### src/include/arith_exc_defines.svh
// Offsets, field positions, reset values of the arithmetic exception register group
`ifndef ARITH_EXC_DEFINES_SVH
`define ARITH_EXC_DEFINES_SVH

// ----------------------------------------------------------------
// Special register numbers
// ----------------------------------------------------------------
`define AEX_ADDR_BP_ALIAS 8'h85
`define AEX_ADDR_FC_ALIAS 8'h86
`define AEX_ADDR_CR_ALIAS 8'h87
`define AEX_ADDR_FENV 8'hA0
`define AEX_ADDR_IENV 8'hA1
`define AEX_ADDR_FSTAT 8'hA2
`define AEX_ADDR_OPCODE 8'hA4

// ----------------------------------------------------------------
// Field positions and widths
// ----------------------------------------------------------------
`define AEX_BP_W 2
`define AEX_FC_W 5
`define AEX_CR_W 8
`define AEX_FENV_W 9
`define AEX_FENV_FAST_BIT 8
`define AEX_FENV_RND_MSB 7
`define AEX_FENV_RND_LSB 6
`define AEX_FENV_MASK_MSB 5
`define AEX_IENV_W 2
`define AEX_IENV_DIV_BIT 1
`define AEX_IENV_MUL_BIT 0
`define AEX_COND_W 6
`define AEX_FSTAT_TRAP_MSB 13
`define AEX_FSTAT_TRAP_LSB 8
`define AEX_FSTAT_STICKY_MSB 5
`define AEX_OPCODE_W 8

// ----------------------------------------------------------------
// Reset values
// ----------------------------------------------------------------
`define AEX_RST_BP 2'h0
`define AEX_RST_FC 5'h00
`define AEX_RST_CR 8'h00
`define AEX_RST_FENV 9'h000
`define AEX_RST_IENV 2'h0
`define AEX_RST_COND 6'h00
`define AEX_RST_OPCODE 8'h00
`define AEX_RST_RDATA 32'h0000_0000

`endif

### src/include/arith_exc_pkg.sv
// Types shared by the arithmetic exception register group
`default_nettype none

package arith_exc_pkg;
  // Condition vector order: [5] zero divide, [4] inexact, [3] underflow,
  // [2] overflow, [1] reserved operand, [0] invalid operation
  typedef logic [5:0] fp_cond_t;

  typedef enum logic [1:0] {
    RND_NEAREST = 2'b00,
    RND_MINUS = 2'b01,
    RND_PLUS = 2'b10,
    RND_ZERO = 2'b11
  } round_mode_t;

  // Whole register state of the group
  typedef struct packed {
    logic [1:0] bp;
    logic [4:0] fc;
    logic [7:0] cr;
    logic [8:0] fenv;
    logic [1:0] ienv;
    fp_cond_t trap_flags;
    fp_cond_t sticky;
    logic [7:0] opcode;
    logic [31:0] rdata;
    logic fp_trap;
    logic oor_trap;
  } state_t;
endpackage

`default_nettype wire

### src/include/exc_eval_if.sv
// Signals between the register group and its two trap evaluators
`default_nettype none

interface exc_eval_if;
  import arith_exc_pkg::*;
  logic fp_valid;
  fp_cond_t fp_cond;
  fp_cond_t fp_mask;
  logic fp_trap;
  fp_cond_t trap_flags_nxt;
  fp_cond_t sticky_set;
  logic int_valid;
  logic int_is_div;
  logic int_div_zero;
  logic int_overflow;
  logic div_mask;
  logic mul_mask;
  logic oor_trap;

  modport core (
    output fp_valid, fp_cond, fp_mask, int_valid, int_is_div, int_div_zero,
    output int_overflow, div_mask, mul_mask,
    input fp_trap, trap_flags_nxt, sticky_set, oor_trap
  );
  modport fp_eval (
    input fp_valid, fp_cond, fp_mask,
    output fp_trap, trap_flags_nxt, sticky_set
  );
  modport int_eval (
    input int_valid, int_is_div, int_div_zero, int_overflow, div_mask, mul_mask,
    output oor_trap
  );
endinterface

`default_nettype wire

### src/verilog/fp_trap_eval.sv
// Floating-point trap decision, trap flag and sticky flag evaluation
`default_nettype none

module fp_trap_eval #(
  parameter int COND_W = 6
) (
  exc_eval_if.fp_eval ev
);
  import arith_exc_pkg::*;

  // ----------------------------------------------------------------
  // Trap decision
  // ----------------------------------------------------------------
  // Trap only when some detected condition is unmasked
  assign ev.fp_trap = ev.fp_valid &
    (|(ev.fp_cond & ~ev.fp_mask));

  // ----------------------------------------------------------------
  // Per-condition flags
  // ----------------------------------------------------------------
  genvar i;
  generate
    for (i = 0; i < COND_W; i++) begin : g_cond
      // Trap flags report every applying cause, masked or not
      assign ev.trap_flags_nxt[i] = ev.fp_cond[i];
      // Sticky only for masked causes, even when another cause traps
      assign ev.sticky_set[i] = ev.fp_valid & ev.fp_cond[i] & ev.fp_mask[i];
    end
  endgenerate
endmodule

`default_nettype wire

### src/verilog/int_trap_eval.sv
// Integer multiply and divide out-of-range trap decision
`default_nettype none

module int_trap_eval (
  exc_eval_if.int_eval ev
);
  import arith_exc_pkg::*;

  logic ovf_trap;
  logic zero_trap;

  // ----------------------------------------------------------------
  // Out-of-range decision
  // ----------------------------------------------------------------
  // Divide by zero ignores the divide overflow mask
  assign zero_trap = ev.int_is_div & ev.int_div_zero;
  // Overflow mask depends on the instruction type
  assign ovf_trap = ev.int_overflow &
    (ev.int_is_div ? ~ev.div_mask : ~ev.mul_mask);
  assign ev.oor_trap = ev.int_valid & (zero_trap | ovf_trap);
endmodule

`default_nettype wire

### src/verilog/arith_exc_regs.sv
// Arithmetic exception register group: aliases, environments, status, trap opcode
//
// Operation
// - Byte pointer alias writes only the pointer
// - Shift count alias writes only shift amount
// - Count alias reaches transfer count left only
// - Fast float bit selects relaxed float variants
// - Rounding field picks default rounding mode
// - Zero divide traps unless masked
// - Inexact result traps unless masked
// - Underflow traps unless masked
// - Overflow traps unless masked
// - Reserved operand traps unless masked
// - Invalid operation traps unless masked
// - Divide overflow traps unless masked
// - Integer divide by zero always traps
// - Multiply overflow traps unless masked
// - Trap sets applying flags, clears others
// - Non-trapping operations keep trap flags
// - Trap flag set even when own mask set
// - Sticky set only for masked detected cause
// - Sticky holds until software write clears
// - Masked sticky set even when trap taken
// - Trapping opcode captured entering write-back
// - Non-trapping instructions keep captured opcode
// - Pointer is two-bit byte selector field
// - Shift amount is five-bit funnel count
`include "arith_exc_defines.svh"
`default_nettype none

module arith_exc_regs #(
  parameter int OPCODE_W = 8
) (
  input wire logic clk_i,
  input wire logic nrst_i,
  // Special register port
  input wire logic sr_wr_i,
  input wire logic [7:0] sr_addr_i,
  input wire logic [31:0] sr_wdata_i,
  output logic [31:0] sr_rdata_o,
  // Host register field updates from the rest of the core
  input wire logic bp_set_i,
  input wire logic [1:0] bp_val_i,
  input wire logic fc_set_i,
  input wire logic [4:0] fc_val_i,
  input wire logic cr_set_i,
  input wire logic [7:0] cr_val_i,
  // Floating-point operation results
  input wire logic fp_done_i,
  input wire arith_exc_pkg::fp_cond_t fp_cond_i,
  // Integer multiply and divide results
  input wire logic int_done_i,
  input wire logic int_is_div_i,
  input wire logic int_div_zero_i,
  input wire logic int_overflow_i,
  // Write-back stage
  input wire logic wb_enter_i,
  input wire logic wb_trap_i,
  input wire logic [OPCODE_W-1:0] wb_opcode_i,
  // Field and control outputs
  output logic [1:0] byte_lane_pointer_o,
  output logic [4:0] shift_amount_o,
  output logic [7:0] transfer_count_left_o,
  output logic fast_float_select_o,
  output arith_exc_pkg::round_mode_t rounding_select_o,
  output logic fp_trap_o,
  output logic oor_trap_o
);
  import arith_exc_pkg::*;

  state_t st_ff;
  state_t nxt_st;
  exc_eval_if ev ();

  // ----------------------------------------------------------------
  // Evaluators
  // ----------------------------------------------------------------
  // Mask bits come from the stored environments
  assign ev.fp_valid = fp_done_i;
  assign ev.fp_cond = fp_cond_i;
  assign ev.fp_mask = st_ff.fenv[`AEX_FENV_MASK_MSB:0];
  assign ev.int_valid = int_done_i;
  assign ev.int_is_div = int_is_div_i;
  assign ev.int_div_zero = int_div_zero_i;
  assign ev.int_overflow = int_overflow_i;
  assign ev.div_mask = st_ff.ienv[`AEX_IENV_DIV_BIT];
  assign ev.mul_mask = st_ff.ienv[`AEX_IENV_MUL_BIT];

  fp_trap_eval #(
    .COND_W(`AEX_COND_W)
  ) u_fp_eval (
    .ev(ev.fp_eval)
  );

  int_trap_eval u_int_eval (
    .ev(ev.int_eval)
  );

  // ----------------------------------------------------------------
  // Read mux
  // ----------------------------------------------------------------
  // Unused bits read zero; unmapped numbers read zero
  function automatic logic [31:0] read_word(input state_t s, input logic [7:0] a);
    logic [31:0] w;
    w = 32'h0000_0000;
    case (a)
      `AEX_ADDR_BP_ALIAS: w[`AEX_BP_W-1:0] = s.bp;
      `AEX_ADDR_FC_ALIAS: w[`AEX_FC_W-1:0] = s.fc;
      `AEX_ADDR_CR_ALIAS: w[`AEX_CR_W-1:0] = s.cr;
      `AEX_ADDR_FENV: w[`AEX_FENV_W-1:0] = s.fenv;
      `AEX_ADDR_IENV: w[`AEX_IENV_W-1:0] = s.ienv;
      `AEX_ADDR_FSTAT: begin
        w[`AEX_FSTAT_TRAP_MSB:`AEX_FSTAT_TRAP_LSB] = s.trap_flags;
        w[`AEX_FSTAT_STICKY_MSB:0] = s.sticky;
      end
      `AEX_ADDR_OPCODE: w[`AEX_OPCODE_W-1:0] = s.opcode;
      default: w = 32'h0000_0000;
    endcase
    return w;
  endfunction

  // ----------------------------------------------------------------
  // Next-state logic
  // ----------------------------------------------------------------
  // Priority: core events over software writes where both hit a field
  always_comb begin
    nxt_st = st_ff;

    // Alias writes touch only their own field; other host fields
    // live outside this group and are never driven here
    if (sr_wr_i && sr_addr_i == `AEX_ADDR_BP_ALIAS) begin
      nxt_st.bp = sr_wdata_i[`AEX_BP_W-1:0];
    end
    if (bp_set_i) begin
      nxt_st.bp = bp_val_i;
    end
    if (sr_wr_i && sr_addr_i == `AEX_ADDR_FC_ALIAS) begin
      nxt_st.fc = sr_wdata_i[`AEX_FC_W-1:0];
    end
    if (fc_set_i) begin
      nxt_st.fc = fc_val_i;
    end
    if (sr_wr_i && sr_addr_i == `AEX_ADDR_CR_ALIAS) begin
      nxt_st.cr = sr_wdata_i[`AEX_CR_W-1:0];
    end
    // Load/store multiple counting down wins over a software write
    if (cr_set_i) begin
      nxt_st.cr = cr_val_i;
    end

    // Environment registers; upper bits dropped on write
    if (sr_wr_i && sr_addr_i == `AEX_ADDR_FENV) begin
      nxt_st.fenv = sr_wdata_i[`AEX_FENV_W-1:0];
    end
    if (sr_wr_i && sr_addr_i == `AEX_ADDR_IENV) begin
      nxt_st.ienv = sr_wdata_i[`AEX_IENV_W-1:0];
    end

    // Status: software write first, then hardware events on top
    if (sr_wr_i && sr_addr_i == `AEX_ADDR_FSTAT) begin
      nxt_st.trap_flags = sr_wdata_i[`AEX_FSTAT_TRAP_MSB:`AEX_FSTAT_TRAP_LSB];
      nxt_st.sticky = sr_wdata_i[`AEX_FSTAT_STICKY_MSB:0];
    end
    // Whole flag set replaced on a trap, held otherwise
    if (ev.fp_trap) begin
      nxt_st.trap_flags = ev.trap_flags_nxt;
    end
    // OR in so a clear in the same cycle cannot lose a new event
    nxt_st.sticky = nxt_st.sticky | ev.sticky_set;

    // Opcode: software may write; a trapping instruction overrides
    if (sr_wr_i && sr_addr_i == `AEX_ADDR_OPCODE) begin
      nxt_st.opcode = sr_wdata_i[`AEX_OPCODE_W-1:0];
    end
    if (wb_enter_i && wb_trap_i) begin
      nxt_st.opcode = wb_opcode_i[`AEX_OPCODE_W-1:0];
    end

    // Trap strobes last one cycle
    nxt_st.fp_trap = ev.fp_trap;
    nxt_st.oor_trap = ev.oor_trap;

    // Read data one cycle after the address, from the stored state
    nxt_st.rdata = read_word(st_ff, sr_addr_i);
  end

  // ----------------------------------------------------------------
  // State register
  // ----------------------------------------------------------------
  always_ff @(posedge clk_i or negedge nrst_i) begin
    if (!nrst_i) begin
      st_ff.bp <= `AEX_RST_BP;
      st_ff.fc <= `AEX_RST_FC;
      st_ff.cr <= `AEX_RST_CR;
      st_ff.fenv <= `AEX_RST_FENV;
      st_ff.ienv <= `AEX_RST_IENV;
      st_ff.trap_flags <= `AEX_RST_COND;
      st_ff.sticky <= `AEX_RST_COND;
      st_ff.opcode <= `AEX_RST_OPCODE;
      st_ff.rdata <= `AEX_RST_RDATA;
      st_ff.fp_trap <= 1'b0;
      st_ff.oor_trap <= 1'b0;
    end else begin
      st_ff <= nxt_st;
    end
  end

  // ----------------------------------------------------------------
  // Outputs, all straight from the state register
  // ----------------------------------------------------------------
  assign sr_rdata_o = st_ff.rdata;
  assign byte_lane_pointer_o = st_ff.bp;
  assign shift_amount_o = st_ff.fc;
  assign transfer_count_left_o = st_ff.cr;
  // Float unit picks the relaxed datapath when this is high
  assign fast_float_select_o = st_ff.fenv[`AEX_FENV_FAST_BIT];
  // Encoding of the field equals the round_mode_t codes
  assign rounding_select_o =
    round_mode_t'(st_ff.fenv[`AEX_FENV_RND_MSB:`AEX_FENV_RND_LSB]);
  assign fp_trap_o = st_ff.fp_trap;
  assign oor_trap_o = st_ff.oor_trap;
endmodule

`default_nettype wire

### config.mk
export PLATFORM = sky130hd
export DESIGN_NAME = arith_exc_regs
export DESIGN_NICKNAME = d
export VERILOG_FILES = /design/src/include/arith_exc_pkg.sv /design/src/include/exc_eval_if.sv /design/src/verilog/fp_trap_eval.sv /design/src/verilog/int_trap_eval.sv /design/src/verilog/arith_exc_regs.sv
export VERILOG_INCLUDE_DIRS = /design/src /design/src/include
export SDC_FILE = /design/constraint.sdc
export NUM_CORES = 1
export LEC_CHECK = 0
export BUFFER_PORTS_ARGS = -buffer_cell sky130_fd_sc_hd__buf_2
export CAP_MARGIN = 20
export CORE_MARGIN = 3
export CORE_UTILIZATION = 35
export CTS_BUF_LIST = sky130_fd_sc_hd__clkbuf_2 sky130_fd_sc_hd__clkbuf_4 sky130_fd_sc_hd__clkbuf_8
export CTS_CLUSTER_SIZE = 16
export DETAILED_ROUTE_END_ITERATION = 10
export PLACE_DENSITY_LB_ADDON = 0.08
export REMOVE_ABC_BUFFERS = 1
export SLEW_MARGIN = 25
export SYNTH_ARGS = -nofsm -noshare
export SYNTH_HDL_FRONTEND = slang
export SYNTH_HIERARCHICAL = 1
export SYNTH_SLANG_ARGS = --single-unit
### constraint.sdc
create_clock -name clk_i -period 1.7 [get_ports clk_i]
set_input_delay 0.17 -clock clk_i [delete_from_list [all_inputs] [get_ports clk_i]]
set_output_delay 0.17 -clock clk_i [all_outputs]
set_load 0.02 [all_outputs]
==> Word level (Yosys, flattened, before mapping) <==
Cells that the tools add are included.
{ "totals": {"in_bits": 82, "elab_cells": 71, "register_bits": 62} }
{ "classes": {"n_mux": 17, "reduce_logical": 14, "n_eq_ne": 7, "bitwise_logic": 22} }
{ "ops": {"columns": ["operator", "count"], "rows": [
  ["equality test 8 bit (second input constant)", 7],
  ["2-to-1 mux 8 bit", 4],
  ["bitwise AND 1 bit", 16],
  ["2-to-1 mux 5 bit", 3],
  ["case mux 3 bit (5 select lines)", 1],
  ["case mux 2 bit (7 select lines)", 1],
  ["2-to-1 mux 12 bit", 1],
  ["nonzero test 2 bit", 5],
  ["logical AND 1 bit", 8],
  ["bitwise AND 6 bit", 1],
  ["2-to-1 mux 6 bit", 1],
  ["inverter 6 bit", 1],
  ["OR 6 bit", 1],
  ["case mux 2 bit (3 select lines)", 1],
  ["OR reduction 6 bit", 1],
  ["2-to-1 mux 2 bit", 2],
  ["case mux 1 bit (4 select lines)", 1],
  ["inverter 1 bit", 2],
  ["case mux 1 bit (2 select lines)", 1],
  ["2-to-1 mux 1 bit", 1],
  ["OR 1 bit", 1]
]} }

==> Longest topological paths before layout <==
Gate-level depths: netlist of run 1.
{ "depth": {"ltp_word": 5, "depth_mapped": 6, "ltp_nobuf": 5} }

==> By module <==
Netlist of run 1, hierarchy kept.
{ "modules_own_cells": {"columns": ["module", "seq_area_each_um2", "cells_per_inst", "area_each_um2", "instances"], "rows": [
  ["arith_exc_regs", 1551.5, 320, 3316.9, 1],
  ["fp_trap_eval", 0.0, 22, 133.9, 1],
  ["int_trap_eval", 0.0, 4, 30.0, 1]
]} }

==> Least setup slack after synthesis of run 1 <==
No wires, ideal clock.
{ "synth_timing": {"path_type": "input port to flip-flop", "start": "input sr_addr_i[4]", "end": "register st_ff[52] (netlist name)", "cell_stages": 5, "t_required_ns": 1.575, "arrival_ns": 1.760, "slack_ns": -0.185, "n_path_buf": 1, "path_cell_list": "or4b_4 buf_6 or3_4 mux2_4 mux2_2"} }
{ "synth_between": {"elab_chain_cells": 3} }
{ "synth_lines": {"columns": ["item", "line_no", "source"], "rows": [
  ["from (decl)", "arith_exc_regs.sv:38", "input wire logic [7:0] sr_addr_i,"],
  ["equality test 8 bit", null, null],
  ["logical AND 1 bit (no source line)", null, null],
  ["nonzero test 2 bit (no source line)", null, null],
  ["to (signal assigned)", "arith_exc_regs.sv:204", "st_ff <= nxt_st;"],
  ["to (decl)", "arith_exc_regs.sv:71", "state_t st_ff;"]
]} }
No other way between the ends.
A chain may end at the register's enable or synchronous reset.

==> Worst setup path after layout of run 1 <==
{ "layout_timing": {"start": "input sr_addr_i[4]", "end": "register st_ff, in the netlist shift_amount_o[2]"} }
The elaborated chain is that of the path after synthesis.

==> results of run 1 <==
## path summary, 6_finish.rpt
kind / to / slack, ns
min in group asynchronous: transfer_count_left_o[6] / 0.37
max in group asynchronous: st_ff[53] / 0.79
worst min register to register: sr_rdata_o[0] / 0.47
worst max-delay path: shift_amount_o[2] / 0.05
worst min-delay path: byte_lane_pointer_o[0] / 0.05
worst max register to register: st_ff[53] / 0.18
## flip-flops by register name, summed over array words and instances (netlist names), 2 cells and up
name and count:
byte_lane_pointer_o 2, ev.fp_mask 6, rounding_select_o 2, shift_amount_o 5, sr_rdata_o 14, st_ff 20, transfer_count_left_o 8
## area by class of cell
class	count	area share (%)
Clock inverter	3	0.422
Tap cell	129	3.89
Clock buffer	13	4.16
Inverter	7	0.633
Timing Repair Buffer	124	17.2
Multi-Input combinational cell	225	36.3
Sequential cell	62	37.4
## cells by family (layout without fill, tap and decap cells)
logic type	after synthesis	after routing
simple gates	109	109
buf+inv	76	147
flops	62	62
compound gates	54	54
mux	44	44
other cells	1	18
## stage by stage
step | cells | total power [mW] | hold WS [ns] | utilization (%)
global placement | 546 | 2.31 | 0.209 | 41.6
detailed placement | 546 | 2.32 | 0.211 | 41.6
CTS | 563 | 3.60 | 0.0393 | 43.8
global route | 563 | 3.72 | 0.0451 | 43.9
finish | 563 | 3.55 | 0.0547 | 43.9
floorplan | 294 | 2.02 | -0.126 | -
## synth_stat cells (all sizes together) (7+ instances only)
cell / number
dfrtp: 62
buf: 59
nand2: 43
mux2: 33
a21oi: 17
nor2b: 17
mux2i: 11
clkbuf: 10
a31oi: 9
nand3b: 9
o21ai: 9
nor2: 8
and3: 7
inv: 7
## metal layers
layer | vias to the layer above | share of wire (%) | GRT usage (%)
li1 | 1290 | - | -
met2 | 91 | 46 | 26.3
met3 | 6 | 6.4 | 3.98
met1 | 1291 | 47 | 23.0
met4 | 0 | 0.64 | 5.83
met5 | - | 0 | 0
## power by group through the flow
stage	clock network (mW)	logic, mW	registers, mW
5_1_grt	1.35	0.657	1.71
3_3_place_gp	0	0.588	1.72
4_1_cts	1.30	0.600	1.70
3_5_place_dp	0	0.597	1.72
6_report	1.26	0.593	1.70
2_1_floorplan	0	0.269	1.75
## critical path, delay by kind of cell
family | cells | cell delay (ns)
simple gates | 2 | 1.07
buf+inv | 1 | 0.10
mux | 2 | 0.54
## what timing repair did
| item | CTS | global route |
|---|---|---|
| endpoints found under the hold margin | 20 | 0 |
| endpoints found under the setup margin | 8 | 1 |
| resized for setup | 2 | 1 |
| setup buffers | 0 | 0 |
| hold buffers | 1 | 0 |
==> impl_metrics.py, run 1 <==
metrics = {
    "setup_path": {
        "crit_path_frequent_cell": "mux2_2",
        "cp_data_required_time_ns": 1.93,
        "worstSetupEndpointType": "register",
        "crit_type": "primary input to register",
        "r2r_start": "ev.fp_mask[0]",
        "critPathLaunchType": "primary input",
        "path_cells": "buf_2 -> or4b_4 -> or3_4 -> mux2_2 -> mux2_2",
        "crit_path_max_incr_delay_ns": 0.61,
        "worst_r2r_path_depth": 3,
        "cpMaxStageDelayCell": "or4b_4",
        "cp-startpoint": "sr_addr_i[4]",
        "critical_path_peak_fanout": 9,
        "arrival_ns": 1.89,
    },
    "yosys": {
        "syn_area_mm2": 0.00348,
        "synthSimpleGateAreaFrac_pct": 17.0,
        "synth_cells": 346,
        "ys_types": 42,
        "synth_top_area_cell": "dfrtp_1",
        "synth_compound_area_share_pct": 9.99,
        "muxShareOfSynthArea_pct": 13.9,
        "seq_area_frac_synth_pct": 44.6,
        "synth_xor_area_share_pct": 0,
        "synth_seq_cells": 62,
        "async_flop_share_pct": 100,
        "synthFlopType": "dfrtp_1",
        "synth_top_family_by_area": "simple AND/OR/NAND/NOR gates",
        "synth_top_cell_area_share_pct": 44.6,
        "avgSynthCellArea_um2": 10.1,
        "yosysWarningCount": 6,
        "ys_top_cells_by_area": "dfrtp_1, buf_4, mux2_2, nand2_1, mux2i_1",
        "synth_edf_count": 0,
        "synthAdderAreaFrac_pct": 0,
    },
    "route": {
        "wl_um": 9240,
        "post-route-drc-count": 0,
        "viasPerCell": 4.76,
        "post_drt_wl_per_cell_um": 16.4,
        "first_pass_iters": 4,
        "drt-initial-drc-count": 97,
        "ant_nets": 0,
        "vias": 2678,
    },
    "floorplan": {
        "start_util_pct": 36.8,
        "num_io_pins": 134,
        "die_w_um": 106,
        "die_y_um": 106,
        "rows": 35,
        "coreArea_mm2": 0.00946,
        "dieArea_mm2": 0.0112,
    },
    "final_layout": {
        "layout_commonest_cell": "buf_2",
        "nNetsFinal": 511,
        "nFillCells": 954,
        "postLayoutCellArea_mm2": 0.00415,
        "syn_to_final_growth_pct": 19.2,
        "diodes": 0,
        "drive_gt1_share_pct": 41.2,
        "multiInputGateArea_mm2": 0.00151,
        "mostFrequentLayoutCells": "buf_2, dfrtp_1, nand2_1, mux2_2, buf_4",
        "register_area_mm2": 0.00155,
    },
    "power_and_ir_drop": {
        "combPwrFrac_pct": 16.7,
        "switchingPower_mw": 1.02,
        "ir_drop_mv": 0.339,
        "clkPwrFrac_pct": 35.6,
        "p_per_area_mw_per_mm2": 856,
        "share_seq_of_total_power_pct": 47.7,
        "p_leak_nw": 2.15,
        "internal_power_mw": 2.53,
        "sw_frac_of_total_pct": 28.8,
    },
    "placed_design": {
        "place_area_mm2": 0.00394,
        "hpwl_um": 7100,
        "pre_cts_ws_ns": -0.390,
        "io_buffers": 97,
        "routabilityCongestion": 0.803,
    },
    "timing": {
        "tightest_slew_ns": 0.601,
        "fmax_ghz": 0.604,
        "period_share_pct": 97.3,
        "final-setup-viol-count": 0,
        "max_slew_margin_pct": 60.0,
        "setup_tns_ns": 0,
        "fin_crit_ns": 1.65,
        "finalClockSkew_ns": 0.00941,
        "hold_viol": 0,
        "layout_setup_ws_ns": 0.0453,
        "slew_viol_final": 0,
        "rsz0062_at_grt": "no",
    },
    "global_routing": {
        "grt_first_pass_wirelength_um": 14500,
        "antenna_found_initial": 0,
        "grt.total_usage_pct": 16.9,
        "grt_pass1_vias": 2675,
        "grt-ovfl-total": 0,
        "grt_max_degree": 23,
    },
    "clocking": {
        "cts.path.max_buffers": 2,
        "cts-root-buf": "clkbuf_8",
        "clock_sinks": 62,
        "clk_latency_ns": 0.34,
        "cts_tree": "done",
        "clk_pin_slew_worst_paths_ns": 0.07,
        "ctsHtreeMaxLevel": 3,
        "cts_buffers": 9,
    },
    "outcome": {
        "status": "finished clean",
    },
    "worst_hold_path": {
        "hp-start": "bp_val_i[0]",
        "hp-class": "primary input to register",
        "min_path_cells": 2,
    },
    "run": {
        "timing.max_cap.violations": 0,
    },
}
(Power assumes the default switching activity.)
==> inputs of run 2 (changes only) <==
--- a/config.mk
+++ b/config.mk
@@ -13,6 +13,7 @@
 export CTS_BUF_LIST = sky130_fd_sc_hd__clkbuf_2 sky130_fd_sc_hd__clkbuf_4 sky130_fd_sc_hd__clkbuf_8
 export CTS_CLUSTER_SIZE = 16
 export DETAILED_ROUTE_END_ITERATION = 10
+export GPL_TIMING_DRIVEN = 0
 export PLACE_DENSITY_LB_ADDON = 0.08
 export REMOVE_ABC_BUFFERS = 1
 export SLEW_MARGIN = 25
==> run 2 against run 1 <==
Against the previous run: die area unchanged; global-route usage down 1.0 points; worst setup slack got worse by 0.033 ns; non-clock buffer count is 21 lower; first-iteration DRC count up 16%; clock skew is 0.0017 ns lower; register-to-register slack about the same; total power up 8.8%; sequential power about the same; final cell count shrank 3.7%; critical endpoint is now shift_amount_o[1]; largest cell class unchanged.
==> impl_metrics.py, run 2 (synthesis results as in run 1) <==
metrics = {
    "worst_hold_path": {
        "hp-class": "primary input to register",
    },
    "timing": {
        "finalClockSkew_ns": 0.00773,
        "max_slew_margin_pct": 54.0,
        "tightest_slew_ns": 0.680,
        "fin_crit_ns": 1.69,
        "period_share_pct": 99.3,
        "rsz0062_at_grt": "yes",
        "final-setup-viol-count": 0,
        "layout_setup_ws_ns": 0.0122,
        "slew_viol_final": 0,
        "whs_ns": 0.0642,
        "hold_viol": 0,
        "setup_tns_ns": 0,
        "fmax_ghz": 0.592,
    },
    "route": {
        "viasPerCell": 4.81,
        "post_drt_wl_per_cell_um": 16.2,
        "post-route-drc-count": 0,
        "vias": 2609,
        "first_pass_iters": 4,
        "drt-initial-drc-count": 113,
        "wl_um": 8810,
        "ant_nets": 0,
    },
    "floorplan": {
        "num_io_pins": 134,
        "die_y_um": 106,
        "start_util_pct": 36.8,
        "rows": 35,
        "die_w_um": 106,
        "dieArea_mm2": 0.0112,
        "coreArea_mm2": 0.00946,
    },
    "clocking": {
        "clk_latency_ns": 0.34,
        "cts_buffers": 9,
        "cts-root-buf": "clkbuf_8",
        "cts.path.max_buffers": 2,
        "clk_pin_slew_worst_paths_ns": 0.07,
        "ctsHtreeMaxLevel": 3,
        "clock_sinks": 62,
        "cts_tree": "done",
    },
    "power_and_ir_drop": {
        "p_per_area_mw_per_mm2": 950,
        "ir_drop_mv": 0.418,
        "p_leak_nw": 2.09,
        "power_mw": 3.86,
    },
    "final_layout": {
        "nFillCells": 983,
        "max_flop_register": "st_ff",
        "diodes": 0,
        "layout_commonest_cell": "buf_2",
        "register_area_mm2": 0.00155,
        "mostFrequentLayoutCells": "buf_2, dfrtp_1, nand2_1, mux2_2, conb_1",
        "multiInputGateArea_mm2": 0.00153,
        "largest_reg_flops": 20,
        "nNetsFinal": 490,
        "drive_gt1_share_pct": 38.7,
        "syn_to_final_growth_pct": 16.9,
    },
    "setup_path": {
        "critical_path_peak_fanout": 10,
        "arrival_ns": 1.91,
        "crit_type": "primary input to register",
        "worstSetupEndpointType": "register",
        "cp_data_required_time_ns": 1.92,
        "critPathLaunchType": "primary input",
    },
    "placed_design": {
        "routabilityCongestion": 0.767,
        "io_buffers": 97,
        "pre_cts_ws_ns": -0.729,
        "hpwl_um": 6500,
    },
    "global_routing": {
        "grt-ovfl-total": 0,
        "grt.total_usage_pct": 15.9,
        "grt_first_pass_wirelength_um": 13700,
        "grt_max_degree": 37,
        "antenna_found_initial": 0,
        "grt_pass1_vias": 2640,
    },
    "outcome": {
        "status": "finished clean",
    },
    "run": {
        "timing.max_cap.violations": 0,
    },
}
==> run 2: cell type report <==
class / instances / area share [%]
repair buffers: 103 / 13.5
clock inverters: 2 / 1.48
inverters: 7 / 0.646
well taps: 129 / 3.97
multi-input cells: 225 / 37.6
flip-flops and latches: 62 / 38.1
clock buffers: 14 / 4.74
==> run 2: path summary, 6_finish.rpt <==
check                                         end  cells past startpoint           from  slack [ns]
setup / recovery                shift_amount_o[1]                      5   sr_addr_i[3]        0.01
hold reg to reg                    sr_rdata_o[13]                      1      st_ff[53]        0.47
min in group asynchronous           sr_rdata_o[6]                      2         nrst_i        0.29
max in group asynchronous           ev.fp_mask[0]                      3         nrst_i        0.89
setup reg to reg                        st_ff[53]                      3  ev.fp_mask[5]        0.18
hold / removal             byte_lane_pointer_o[0]                      2    bp_val_i[0]        0.06
==> run 2: critical path: stages <==
cell and delay [ns]:
buf_2 0.11, or4b_4 0.62, or3_4 0.46, mux2_2 0.29
mux2_2 0.26
==> run 2: power by group <==
| part | switching (mW) | total (mW) | internal [mW] |
|---|---|---|---|
| logic | 0.325 | 0.565 | 0.240 |
| clock network | 0.577 | 1.60 | 1.03 |
| registers | 0.0871 | 1.70 | 1.61 |
==> run 2: timing repair <==
action / in CTS / in global routing
gates resized for setup: 4 / 1
setup endpoints to repair: 18 / 15
pin swaps: 2 / 1
endpoints found under the hold margin: 26 / 0
gates cloned: 0 / 0
hold buffers: 1 / 0
buffers inserted: 2 / 1
==> run 2: layer usage <==
metal	track usage, %	wire length (µm)
met1	22.0	4070
met2	24.1	4020
met3	3.74	574
met4	5.92	143
met5	0	0
==> run 2: stage by stage <==
stage / cells / area (µm²) / util, %
3_5_place_dp: 522 / 3760 / 39.7
2_1_floorplan: 294 / 3070 / -
5_1_grt: 542 / 4070 / 43.0
3_3_place_gp: 520 / 3720 / 39.3
4_1_cts: 541 / 4060 / 42.9
6_report: 542 / 4070 / 43.0
==> inputs of run 3 (changes only) <==
--- a/config.mk
+++ b/config.mk
@@ -6,6 +6,7 @@
 export SDC_FILE = /design/constraint.sdc
 export NUM_CORES = 1
 export LEC_CHECK = 0
+export ABC_AREA = 1
 export BUFFER_PORTS_ARGS = -buffer_cell sky130_fd_sc_hd__buf_2
 export CAP_MARGIN = 20
 export CORE_MARGIN = 3
==> run 3 against run 2 <==
Against the previous run: clock-buffer cell count shrank 2; worst setup slack improved by 0.16 ns; cell area increased by 3.5%; combinational power increased by 5.0%; critical endpoint is now st_ff[48]; largest power group unchanged.
==> impl_metrics.py, run 3 <==
metrics = {
    "outcome": {
        "status": "finished clean",
    },
    "yosys": {
        "synth_top_cell_area_share_pct": 41.4,
        "yosysWarningCount": 6,
        "synth_edf_count": 0,
        "avgSynthCellArea_um2": 7.37,
        "ys_top_cells_by_area": "dfrtp_1, nand2_1, buf_4, nand3_1, inv_1",
        "synth_seq_cells": 62,
        "seq_area_frac_synth_pct": 41.4,
        "ys_types": 25,
        "synth.most_common_cell": "nand2_1",
        "synth_common_cells": "nand2_1, nand3_1, dfrtp_1",
        "synth_top_area_cell": "dfrtp_1",
        "synth_cells": 508,
        "syn_area_mm2": 0.00375,
        "async_flop_share_pct": 100,
        "synthFlopType": "dfrtp_1",
    },
    "global_routing": {
        "grt_max_degree": 51,
        "grt_first_pass_wirelength_um": 14900,
        "grt_pass1_vias": 3034,
        "grt-ovfl-total": 0,
        "antenna_found_initial": 0,
        "grt.total_usage_pct": 16.3,
    },
    "final_layout": {
        "mostFrequentLayoutCells": "nand2_1, buf_2, nand3_1, dfrtp_1, inv_1",
        "register_area_mm2": 0.00155,
        "postLayoutCellArea_mm2": 0.00421,
        "max_flop_register": "st_ff",
        "layout_commonest_cell": "nand2_1",
        "syn_to_final_growth_pct": 12.4,
        "drive_gt1_share_pct": 24.4,
        "diodes": 0,
        "nNetsFinal": 650,
        "multiInputGateArea_mm2": 0.00159,
        "largest_reg_flops": 20,
        "nFillCells": 1149,
    },
    "route": {
        "first_pass_iters": 4,
        "post_drt_wl_per_cell_um": 13.5,
        "wl_um": 9560,
        "ant_nets": 0,
        "drt-initial-drc-count": 126,
        "post-route-drc-count": 0,
        "viasPerCell": 4.52,
        "vias": 3205,
    },
    "floorplan": {
        "start_util_pct": 36.1,
        "rows": 37,
        "die_y_um": 109,
        "die_w_um": 109,
        "coreArea_mm2": 0.0104,
        "dieArea_mm2": 0.0120,
        "num_io_pins": 134,
    },
    "timing": {
        "setup_tns_ns": 0,
        "hold_viol": 0,
        "final-setup-viol-count": 0,
        "period_share_pct": 90.1,
        "whs_ns": 0.0382,
        "fmax_ghz": 0.653,
        "fin_crit_ns": 1.53,
        "tightest_slew_ns": 0.748,
        "slew_viol_final": 0,
        "rsz0062_at_grt": "no",
        "finalClockSkew_ns": 0.00597,
        "max_slew_margin_pct": 50.0,
    },
    "setup_path": {
        "arrival_ns": 1.76,
        "critPathLaunchType": "register",
        "cpMaxStageDelayCell": "dfrtp_1",
        "cp_data_required_time_ns": 1.93,
        "path_cells": "o21ai_2 -> inv_1 -> a21oi_4 -> inv_1 -> nand3_1 -> nand3_1",
        "crit_type": "register to register",
        "critical_path_peak_fanout": 14,
        "worstSetupEndpointType": "register",
        "crit_path_max_incr_delay_ns": 0.43,
    },
    "placed_design": {
        "place_area_mm2": 0.00401,
        "routabilityCongestion": 0.777,
        "hpwl_um": 7080,
        "io_buffers": 97,
    },
    "clocking": {
        "cts-root-buf": "clkbuf_8",
        "postCtsSetupBuffers": 0,
        "clk_pin_slew_worst_paths_ns": 0.07,
        "cts.path.max_buffers": 2,
        "ctsHtreeMaxLevel": 3,
        "cts_buffers": 9,
        "cts_tree": "done",
        "clock_sinks": 62,
        "clk_latency_ns": 0.34,
    },
    "worst_hold_path": {
        "hp-class": "primary input to register",
    },
    "power_and_ir_drop": {
        "switchingPower_mw": 1.07,
        "internal_power_mw": 2.41,
        "combPwrFrac_pct": 17.1,
        "clkPwrFrac_pct": 34.3,
        "p_per_area_mw_per_mm2": 825,
        "sw_frac_of_total_pct": 30.7,
        "p_leak_nw": 2.38,
        "share_seq_of_total_power_pct": 48.7,
        "ir_drop_mv": 0.318,
    },
    "run": {
        "timing.max_cap.violations": 0,
    },
}
==> run 3: area by class of cell <==
| type | count | share of cell area [%] |
|---|---|---|
| Multi-Input combinational cell | 344 | 37.8 |
| Sequential cell | 62 | 36.8 |
| Timing Repair Buffer | 99 | 12.5 |
| Inverter | 52 | 4.64 |
| Tap cell | 136 | 4.04 |
| Clock buffer | 12 | 3.63 |
| Clock inverter | 4 | 0.535 |
==> run 3: critical path, delay by kind of cell, from the launching register on <==
| kind | cells | cell delay (ns) |
|---|---|---|
| AO/OA/AOI/OAI | 2 | 0.48 |
| AND/OR/NAND/NOR | 2 | 0.21 |
| buffers and inverters | 2 | 0.30 |
| flip-flops | 1 | 0.43 |
==> run 3: metal layers <==
metal	GRT usage, %	part of all wire [%]	wire, µm
met1	21.4	47	4450
met2	26.8	47	4460
met3	3.23	5.2	498
met4	5.88	1.5	146
met5	0	0	0
==> run 3: worst paths after layout <==
check	start	to	slack [ns]	cells past startpoint
hold reg to reg	st_ff[50]	sr_rdata_o[10]	0.50	2
hold / removal	int_done_i	oor_trap_o	0.04	3
min in group asynchronous	nrst_i	sr_rdata_o[11]	0.22	2
setup reg to reg	ev.fp_mask[5]	st_ff[48]	0.17	6
max in group asynchronous	nrst_i	st_ff[35]	0.96	3
setup / recovery	ev.fp_mask[5]	st_ff[48]	0.17	6
==> run 3: what timing repair did <==
| item | 4_1_cts | 5_1_grt |
|---|---|---|
| endpoints found under the hold margin | 62 | 0 |
| hold buffers | 1 | 0 |
| endpoints found under the setup margin | 6 | 0 |
| gates resized for setup | 2 | 0 |
==> run 3: power groups by stage <==
stage               combinational [mW]  clock, mW  sequential [mW]
global placement                 0.579          0             1.72
floorplan                        0.289          0             1.76
CTS                              0.600       1.24             1.69
global route                     0.676       1.29             1.71
finish                           0.593       1.19             1.69
detailed placement               0.593          0             1.72
==> run 3: logic make-up (layout without fill, tap and decap cells) <==
kind of cell | after synthesis | in the layout | synth area share, %
other | 1 | 18 | 0.100
AO/OA/AOI/OAI | 42 | 42 | 5.84
flip-flops | 62 | 62 | 41.4
buffers and inverters | 119 | 167 | 18.1
AND/OR/NAND/NOR | 284 | 284 | 34.6
==> run 3: per-stage QoR <==
step	setup WS, ns	utilization, %	instances	power, mW
detailed placement	-0.394	38.7	692	2.31
floorplan	0.0526	-	458	2.04
global route	0.0264	40.6	709	3.67
finish	0.169	40.6	709	3.47
global placement	-0.371	38.4	691	2.30
CTS	0.176	40.6	709	3.53
